--- config.mk ---
export PLATFORM = sky130hd
export DESIGN_NAME = imr_router
export DESIGN_NICKNAME = d
export VERILOG_FILES = /design/src/verilog/imr_pkg.sv /design/src/verilog/imr_router.sv
export SDC_FILE = /design/constraint.sdc
export NUM_CORES = 2
export LEC_CHECK = 0
export BUFFER_PORTS_ARGS = -buffer_cell sky130_fd_sc_hd__clkbuf_2
export CORE_UTILIZATION = 55
export DETAILED_ROUTE_END_ITERATION = 7
export PLACE_DENSITY = 0.72
export SETUP_SLACK_MARGIN = 0.02
export SLEW_MARGIN = 20
export SYNTH_ARGS = -nofsm -noshare
export SYNTH_HDL_FRONTEND = slang
export SYNTH_SLANG_ARGS = --single-unit
export TNS_END_PERCENT = 50
--- constraint.sdc ---
create_clock -name clk -period 7.9 [get_ports clk]
set_input_delay 0.395 -clock clk [delete_from_list [all_inputs] [get_ports clk]]
set_output_delay 0.395 -clock clk [all_outputs]
set_load 0.05 [all_outputs]
--- src/verilog/imr_pkg.sv ---
package imr_pkg;
    // ==========================================================
    // Message address layout (A[19:0] of the interrupt address)
    localparam int A_HINT    = 3;
    localparam int A_DM_IO   = 2;
    localparam int A_DM_CPU  = 5;
    localparam int A_DST_LO  = 12;
    localparam int IDCHK_BIT = 15;
    localparam int STS_LOGZ  = 1;
    localparam int ENT_EN    = 0;
    localparam int ENT_LOG   = 8;
    localparam int ENT_PHY   = 16;
    localparam int ENT_CLU   = 31;
    localparam int NCLU_TRK  = 15;
    // ==========================================================
    // APB register map
    localparam logic [11:0] OFS_CTRL   = 12'h000;
    localparam logic [11:0] OFS_STATUS = 12'h004;
    localparam logic [11:0] OFS_TABLE  = 12'h100;
    localparam logic [11:0] OFS_TEND   = 12'h17C;
    localparam logic [31:0] CTRL_RST   = 32'h0000_0000;
    localparam logic [7:0]  ALL_ONES8  = 8'hFF;
    localparam logic [63:0] LRU_RST    = 64'h0000_0000_0000_0000;
    // ==========================================================
    // Carriers
    typedef struct packed {
        logic        from_cpu;
        logic [1:0]  src_bus;
        logic [19:0] addr;
        logic [7:0]  vector;
    } imr_msg_type;
    typedef struct packed {
        logic       en;
        logic [7:0] logical_id_field;
        logic [7:0] physical_id_field;
    } imr_entry_type;
    typedef struct packed {
        logic [4:0] idx;
        logic       en;
        logic [7:0] logical_id_field;
        logic [7:0] physical_id_field;
        logic       cluster;
    } imr_upd_type;
    typedef enum logic [1:0] {
        MODE_PHYS,
        MODE_FLAT,
        MODE_CLUSTER
    } imr_mode_type;
endpackage

--- src/verilog/imr_router.sv ---
`timescale 1ns/1ps
// What this block does
// Directed message from I/O goes out on every processor bus
// Directed message from a processor goes to the other buses
// Redirectable messages pass redirection first, then go to all buses
// Table of 32 per-thread entries: enable, logical ID, physical ID
// Entry zero carries global cluster bit, reset to flat (0)
// Priority-update cycle copies enable and IDs into its entry
// Software may also write the table entries
// Cluster bit copied only if enabled, logical ID nonzero, ID check set
// Enabled update with zero logical ID sets status bit 1
// Table register is the serialization point for later redirections
// Hint address bit A[3]=1 marks a redirection request
// Mode bit A2 for I/O, Ab5 for processor; cluster bit picks logical kind
// Hint clear: broadcast, source bus excluded for processor messages
// Physical hint with enabled target: clear hint, send to all buses
// Flat hint: LRU pick of enabled named agents, one-hot destination
// Candidate needs its destination bit and its entry enable set
// Cluster hint: LRU pick within cluster, keep cluster, rewrite local ID
// Fifteen 4-way trackers for clusters and one 8-way for flat
// End-of-interrupt goes to every port not marked suppressed
// End-of-interrupt leaves as a message TLP on the ports
// Hint 0 directed, 1 redirectable; mode 0 physical, 1 logical
// Cluster destination: upper nibble cluster, lower nibble agent bits
// Winner becomes most recently used in the consulted tracker
module imr_router #(
    parameter int NBUS  = 4,
    parameter int NPORT = 8
) (
    input  wire logic                  clk,
    input  wire logic                  arst_n,
    input  wire logic                  psel,
    input  wire logic                  penable,
    input  wire logic                  pwrite,
    input  wire logic [11:0]           paddr,
    input  wire logic [31:0]           pwdata,
    output logic      [31:0]           prdata,
    output logic                       pready,
    output logic                       pslverr,
    input  wire logic                  msg_valid,
    input  wire imr_pkg::imr_msg_type  msg_in,
    input  wire logic                  upd_valid,
    input  wire imr_pkg::imr_upd_type  upd_in,
    input  wire logic                  eoi_valid,
    input  wire logic [7:0]            eoi_vector,
    output logic                       fsb_valid_reg,
    output logic      [NBUS-1:0]       fsb_mask_reg,
    output imr_pkg::imr_msg_type       fsb_msg_reg,
    output logic                       tlp_valid_reg,
    output logic      [NPORT-1:0]      tlp_port_reg,
    output logic      [7:0]            tlp_vector_reg
);
    import imr_pkg::*;

    if (NBUS < 2 || NBUS > 4) begin : g_chk_bus
        $error("NBUS must be 2 to 4");
    end
    if (NPORT < 1 || NPORT > 15) begin : g_chk_port
        $error("NPORT must be 1 to 15");
    end

    // ==========================================================
    // State
    imr_entry_type    tbl_reg [32];
    logic             cluster_reg;
    logic [31:0]      ctrl_reg;
    logic             sts_reg;
    logic [63:0]      flat_lru_reg;
    logic [63:0]      clu_lru_reg [NCLU_TRK];
    logic             wr_en;
    logic             rd_set;
    logic             tbl_hit;
    logic [4:0]       tbl_idx;
    logic             sts_set;
    logic             clu_load;
    logic [NBUS-1:0]  all_bus;

    assign all_bus  = {NBUS{1'b1}};
    assign wr_en    = psel && penable && pready && pwrite;
    assign rd_set   = psel && !penable;
    assign tbl_hit  = paddr >= OFS_TABLE && paddr <= OFS_TEND && paddr[1:0] == 2'b00;
    assign tbl_idx  = paddr[6:2];
    assign sts_set  = upd_valid && upd_in.en && upd_in.logical_id_field == 8'h00;
    assign clu_load = upd_valid && upd_in.en && upd_in.logical_id_field != 8'h00
                      && ctrl_reg[IDCHK_BIT];

    // ==========================================================
    // LRU matrix: row i bit j set means i used after j
    function automatic logic [2:0] lru_pick(input logic [7:0] c,
                                            input logic [63:0] m);
        logic [2:0] w;
        w = 3'd0;
        for (int i = 7; i >= 0; i--) begin
            if (c[i] && (m[i*8 +: 8] & c) == 8'h00) begin
                w = i[2:0];
            end
        end
        return w;
    endfunction

    function automatic logic [63:0] lru_touch(input logic [63:0] m,
                                              input logic [2:0] w);
        logic [63:0] r;
        r = m;
        r[int'(w)*8 +: 8] = ALL_ONES8;
        for (int i = 0; i < 8; i++) begin
            r[i*8 + int'(w)] = 1'b0;
        end
        return r;
    endfunction

    // ==========================================================
    // Redirection decode
    imr_mode_type     mode;
    logic             hint;
    logic [7:0]       dst;
    logic [7:0]       flat_c;
    logic [3:0]       clu_c;
    logic             phys_hit;
    logic [2:0]       win;
    logic             has_win;
    logic             use_flat;
    logic             use_clu;
    imr_msg_type      msg_out;
    logic [NBUS-1:0]  mask_next;

    always_comb begin
        hint = msg_in.addr[A_HINT];
        dst  = msg_in.addr[A_DST_LO +: 8];
        if (!(msg_in.from_cpu ? msg_in.addr[A_DM_CPU] : msg_in.addr[A_DM_IO])) begin
            mode = MODE_PHYS;
        end else if (cluster_reg) begin
            mode = MODE_CLUSTER;
        end else begin
            mode = MODE_FLAT;
        end
        flat_c   = 8'h00;
        clu_c    = 4'h0;
        phys_hit = 1'b0;
        for (int e = 0; e < 32; e++) begin
            for (int j = 0; j < 8; j++) begin
                if (tbl_reg[e].en && dst[j] && tbl_reg[e].logical_id_field == 8'(1 << j)) begin
                    flat_c[j] = 1'b1;
                end
            end
            for (int k = 0; k < 4; k++) begin
                if (tbl_reg[e].en && dst[k]
                    && tbl_reg[e].logical_id_field == {dst[7:4], 4'(1 << k)}) begin
                    clu_c[k] = 1'b1;
                end
            end
            if (tbl_reg[e].en && tbl_reg[e].physical_id_field == dst) begin
                phys_hit = 1'b1;
            end
        end
        use_flat = hint && mode == MODE_FLAT && flat_c != 8'h00;
        use_clu  = hint && mode == MODE_CLUSTER && clu_c != 4'h0
                   && dst[7:4] != 4'hF;
        if (use_flat) begin
            win = lru_pick(flat_c, flat_lru_reg);
        end else if (use_clu) begin
            win = lru_pick({4'h0, clu_c}, clu_lru_reg[dst[7:4]]);
        end else begin
            win = 3'd0;
        end
        has_win = use_flat || use_clu;
        msg_out = msg_in;
        if (hint && mode == MODE_PHYS && phys_hit) begin
            msg_out.addr[A_HINT] = 1'b0;
        end
        if (use_flat) begin
            msg_out.addr[A_DST_LO +: 8] = 8'(1 << win);
            msg_out.addr[A_HINT]        = 1'b0;
        end
        if (use_clu) begin
            msg_out.addr[A_DST_LO +: 8] = {dst[7:4], 4'(1 << win)};
            msg_out.addr[A_HINT]        = 1'b0;
        end
        if (!hint && msg_in.from_cpu) begin
            mask_next = all_bus & ~NBUS'(1 << msg_in.src_bus);
        end else begin
            mask_next = all_bus;
        end
    end

    // ==========================================================
    // Front-side bus output
    always_ff @(posedge clk or negedge arst_n) begin
        if (!arst_n) begin
            fsb_valid_reg <= 1'b0;
            fsb_mask_reg  <= '0;
            fsb_msg_reg   <= '0;
        end else begin
            fsb_valid_reg <= msg_valid;
            fsb_mask_reg  <= msg_valid ? mask_next : '0;
            fsb_msg_reg   <= msg_out;
        end
    end

    // ==========================================================
    // LRU trackers
    always_ff @(posedge clk or negedge arst_n) begin
        if (!arst_n) begin
            flat_lru_reg <= LRU_RST;
        end else if (msg_valid && use_flat) begin
            flat_lru_reg <= lru_touch(flat_lru_reg, win);
        end
    end

    for (genvar c = 0; c < NCLU_TRK; c++) begin : g_clu
        always_ff @(posedge clk or negedge arst_n) begin
            if (!arst_n) begin
                clu_lru_reg[c] <= LRU_RST;
            end else if (msg_valid && use_clu && dst[7:4] == 4'(c)) begin
                clu_lru_reg[c] <= lru_touch(clu_lru_reg[c], win);
            end
        end
    end

    // ==========================================================
    // Agent state table; updates land here before later redirections
    for (genvar e = 0; e < 32; e++) begin : g_tbl
        always_ff @(posedge clk or negedge arst_n) begin
            if (!arst_n) begin
                tbl_reg[e] <= '0;
            end else if (upd_valid && upd_in.idx == 5'(e)) begin
                tbl_reg[e] <= '{upd_in.en, upd_in.logical_id_field, upd_in.physical_id_field};
            end else if (wr_en && tbl_hit && tbl_idx == 5'(e)) begin
                tbl_reg[e] <= '{pwdata[ENT_EN], pwdata[ENT_LOG +: 8],
                               pwdata[ENT_PHY +: 8]};
            end
        end
    end

    always_ff @(posedge clk or negedge arst_n) begin
        if (!arst_n) begin
            cluster_reg <= 1'b0;
        end else if (clu_load) begin
            cluster_reg <= upd_in.cluster;
        end else if (wr_en && paddr == OFS_TABLE) begin
            cluster_reg <= pwdata[ENT_CLU];
        end
    end

    // ==========================================================
    // Control and status
    always_ff @(posedge clk or negedge arst_n) begin
        if (!arst_n) begin
            ctrl_reg <= CTRL_RST;
        end else if (wr_en && paddr == OFS_CTRL) begin
            ctrl_reg <= pwdata;
        end
    end

    always_ff @(posedge clk or negedge arst_n) begin
        if (!arst_n) begin
            sts_reg <= 1'b0;
        end else if (sts_set) begin
            sts_reg <= 1'b1;
        end else if (wr_en && paddr == OFS_STATUS && pwdata[STS_LOGZ]) begin
            sts_reg <= 1'b0;
        end
    end

    // ==========================================================
    // End-of-interrupt message out
    always_ff @(posedge clk or negedge arst_n) begin
        if (!arst_n) begin
            tlp_valid_reg  <= 1'b0;
            tlp_port_reg   <= '0;
            tlp_vector_reg <= 8'h00;
        end else begin
            tlp_valid_reg  <= eoi_valid && (~ctrl_reg[NPORT-1:0] != '0);
            tlp_port_reg   <= eoi_valid ? ~ctrl_reg[NPORT-1:0] : '0;
            tlp_vector_reg <= eoi_vector;
        end
    end

    // ==========================================================
    // APB slave: one wait-free access phase
    always_ff @(posedge clk or negedge arst_n) begin
        if (!arst_n) begin
            pready  <= 1'b0;
            pslverr <= 1'b0;
            prdata  <= 32'h0000_0000;
        end else begin
            pready  <= rd_set;
            pslverr <= rd_set && !(paddr == OFS_CTRL || paddr == OFS_STATUS || tbl_hit);
            if (rd_set && !pwrite) begin
                if (paddr == OFS_CTRL) begin
                    prdata <= ctrl_reg;
                end else if (paddr == OFS_STATUS) begin
                    prdata <= 32'(sts_reg) << STS_LOGZ;
                end else if (tbl_hit) begin
                    prdata <= {(tbl_idx == 5'd0) & cluster_reg, 7'h00,
                               tbl_reg[tbl_idx].physical_id_field, tbl_reg[tbl_idx].logical_id_field,
                               7'h00, tbl_reg[tbl_idx].en};
                end else begin
                    prdata <= 32'h0000_0000;
                end
            end
        end
    end
endmodule // imr_router

==> run_results.csv <==
group,metric,value,unit
cts,clock_sinks,969,
global_routing,overflow,0,
cts,clkLatencyLatePin,0.74,ns
route,vias,54900,
cts,clk_pin_slew,0.06,ns
global_routing,grt_pass1_vias,51300,
sta,relSlewSlack,0.134,
placed_design,dp_cells,7334,
critical_path,cp_common_cell,"ha_1",
critical_path,required,8.56,ns
route,drtIter0Drc,7987,
synthesis,synth_flop_cell,"dfrtp_1",
synthesis,synth.most_common_cell,"dfrtp_1",
power_and_ir_drop,p_switching,5.66,mW
finish,final_nets,6207,
min_path,min_path_type,"primary input to flip-flop",
synthesis,synth_xor_area_frac,0.0566,
floorplan,start_util,0.555,
critical_path,critPathMaxFanout,25,
synthesis,yosysTopAreaCell,"dfrtp_1",
route,drc,0,
sta,setup_viol,0,
placed_design,dp_hpwl,194000,um
route,vias_per_cell,7.24,
sta,worst_slack,1.00,ns
placed_design,pre_cts_ws,1.22,ns
sta,slew_violations,0,
synthesis,synth_edf_count,0,
route,drtAntennaViolNets,0,
critical_path,max_stage_delay,1.00,ns
route,wl_per_cell,35.6,um
power_and_ir_drop,pwr-share-clk,0.325,
power_and_ir_drop,p_sw_frac,0.364,
cts,cts_setup_buffers,0,
synthesis,syn-num-nets,6244,
critical_path,path_cells,"or4b_2, nor4_1, or4_1, nor4_2, and2_0, a2111oi_0, and3_1, nor2b_1, a2111o_1, nand2_2, inv_1, ha_1, ha_1, and2_1, buf_4, o211ai_1, a21oi_1",
floorplan,die_x,331,um
synthesis,syn_area_per_cell,9.71,um2
finish,syn2layout_area_growth,10.7,%
route,wl,270000,um
sta,finalSetupTns,0,ns
synthesis,synth_top_area_frac,0.408,
synthesis,ys_ff_latch,969,
sta,fin_crit_sh,0.873,
critical_path,arrival,7.56,ns
critical_path,cp_num_buf_inv,2,
synthesis,ys_types,82,
power_and_ir_drop,p_leak,28.3,nW
floorplan,pin_count,201,
finish,final_util,0.615,
global_routing,grt_pass1_wl,382000,um
route,drt_pass1_iterations,6,
finish,largest_reg_flops,544,
placed_design,dpl_cell_area,61800,um2
min_path,hold_depth,2,
sta,max_freq,145,MHz
critical_path,ff2ff_path_depth,17,
synthesis,synth_area,59400,um2
cts,clockBufferDepth,3,
sta,rsz0062_at_grt,"no",
cts,tritoncts,"built",
finish,finalNonFillerCells,7577,
power_and_ir_drop,power_density,236,nW/um2
critical_path,worstSetupPathDepth,17,
critical_path,crit_type,"flip-flop to flip-flop",
critical_path,setup.worst_path.end_class,"flip-flop",
cts,cts_buffers,102,
global_routing,antenna_found_initial,22,
floorplan,fp.dieArea,109000,um2
synthesis,synth_top_family_by_area,"multiplexers",
power_and_ir_drop,ir_worst_vdd,231,uV
placed_design,place.gp.congestion,1.13,
floorplan,core-area,107000,um2
sta,tightest_slew,1.29,ns
critical_path,crit_family,"simple AND/OR/NAND/NOR gates",
synthesis,synthTopCellsByArea,"dfrtp_1, mux2i_1, mux4_2",
cts,h-tree-depth,3,
synthesis,muxShareOfSynthArea,0.192,
cts,cts-root-buf,"clkbuf_16",
floorplan,die_y,331,um
power_and_ir_drop,power_frac_seq,0.443,
global_routing,grt_max_degree,171,
sta,finalHoldViolCount,0,
synthesis,syn-instance-count,6123,
floorplan,rows,120,
global_routing,track_usage,0.488,
sta,finClkSkew,0.0827,ns
synthesis,yosys_warnings,0,
critical_path,worst_setup_path_start_kind,"flip-flop",
cts,hold_buffers,50,
synthesis,synth_fa_ha_area_frac,0.00147,
synthesis,synth_compound_area_frac,0.118,
critical_path,crit_slowest_cell,"nor4_1",
synthesis,synth-simple-area-share,0.176,
synthesis,ys_seq_area_frac,0.408,
flow_run,cap_violations,0,
finish,fillerInstances,8672,
placed_design,port_buffers,200,
power_and_ir_drop,p_comb_frac,0.232,
sta,period_needed,6.90,ns
status,status,"finished, final reports clean",
finish,layout-drive-gt1-share,0.151,
cts,post_cts_resized,0,
synthesis,synthTopCellsByCount,"dfrtp_1, mux2i_1, nand2_1, a21oi_1, clkbuf_1",
synthesis,ys_async_sr_fraction,1.00,
finish,design_area,65800,um2
power_and_ir_drop,intPower,9.88,mW
==> power by group through the flow <==
stage / Sequential, mW / Combinational, mW / Clock, mW
2_1_floorplan: 6.31 / 2.33 / 0
3_3_place_gp: 6.86 / 3.37 / 0
3_5_place_dp: 6.86 / 3.43 / 0
4_1_cts: 6.78 / 3.47 / 5.06
5_1_grt: 6.89 / 3.80 / 5.23
6_report: 6.89 / 3.60 / 5.05
==> worst register-to-register path, delay by kind of cell (launching register included) <==
| family | cells | cell delay [ns] |
|---|---|---|
| AND/OR/NAND/NOR | 9 | 3.49 |
| AO/OA/AOI/OAI | 4 | 1.57 |
| adder cells (fa/ha/maj) | 2 | 0.64 |
| flip-flops | 1 | 0.61 |
| buffers and inverters | 2 | 0.52 |
==> placed cells by master (no fill, tap or decap), types with 25 or more instances in the layout <==
cell             n
xor2_1         176
dfrtp_1        969
and2_1          29
a21oi_1        503
buf_4          165
a31oi_1         30
inv_1          149
clkbuf_2       188
dlygate4sd3_1   50
nand3_1        156
nor3b_1         27
mux2i_1        579
nand4_1        214
xnor2_1        208
mux2_2          35
nor2_1         373
or4_1           53
clkbuf_16      102
clkinv_2        25
nor3_1          62
mux4_2         233
o22ai_1         78
o21ai_0        347
nor4_1         162
and3b_1         40
nor4bb_1        41
nand2_1        523
o211ai_1        44
nor2b_1        106
==> cell families (layout without fill, tap and decap cells) <==
group / Yosys count / count (layout)
and+or+nand+nor: 1979 / 1979
AOI/OAI and AO/OA: 1226 / 1226
DFF: 969 / 969
muxes: 847 / 847
buffers and inverters: 711 / 751
xor gates and xnor gates: 384 / 384
adders and majority gates: 7 / 7
other: 0 / 11
==> final timing paths <==
kind / slack, ns / endpoint / from
min in group asynchronous: 0.35 / tbl_reg[344] / arst_n
worst min-delay path: 0.05 / pready / psel
worst min register to register: 0.43 / tlp_port_reg[0] / ctrl_reg[0]
max in group asynchronous: 5.43 / tlp_port_reg[2] / arst_n
worst max-delay path: 1.0 / clu_lru_reg[458] / tbl_reg[322]
worst max register to register: 1.0 / clu_lru_reg[458] / tbl_reg[322]
==> area by class of cell <==
type	instances	area, um2	share of cell area
Clock buffer	127	2760	0.0419
Inverter	150	563	0.00856
Timing Repair Buffer	420	2960	0.0449
Multi-Input combinational cell	4443	32800	0.498
Clock inverter	54	709	0.0108
Tap cell	1403	1760	0.0267
Sequential cell	969	24200	0.369
Antenna cell	11	27.5	0.000418
==> metrics by stage <==
step	power, mW	hold WS [ns]
6_report	15.5	0.0527
5_1_grt	15.9	0.0490
4_1_cts	15.3	0.0178
3_5_place_dp	10.3	0.460
3_3_place_gp	10.2	0.451
2_1_floorplan	8.64	0.0994
==> metal layers <==
layer / part of all wire / track usage / vias up / routed length, um
li1: - / - / 22200 / -
met1: 0.37 / 0.636 / 27400 / 99100
met2: 0.43 / 0.725 / 4278 / 117000
met3: 0.13 / 0.148 / 983 / 34200
met4: 0.071 / 0.276 / 22 / 19100
met5: 0.00058 / 0 / - / 156
(Power assumes the default switching activity.)
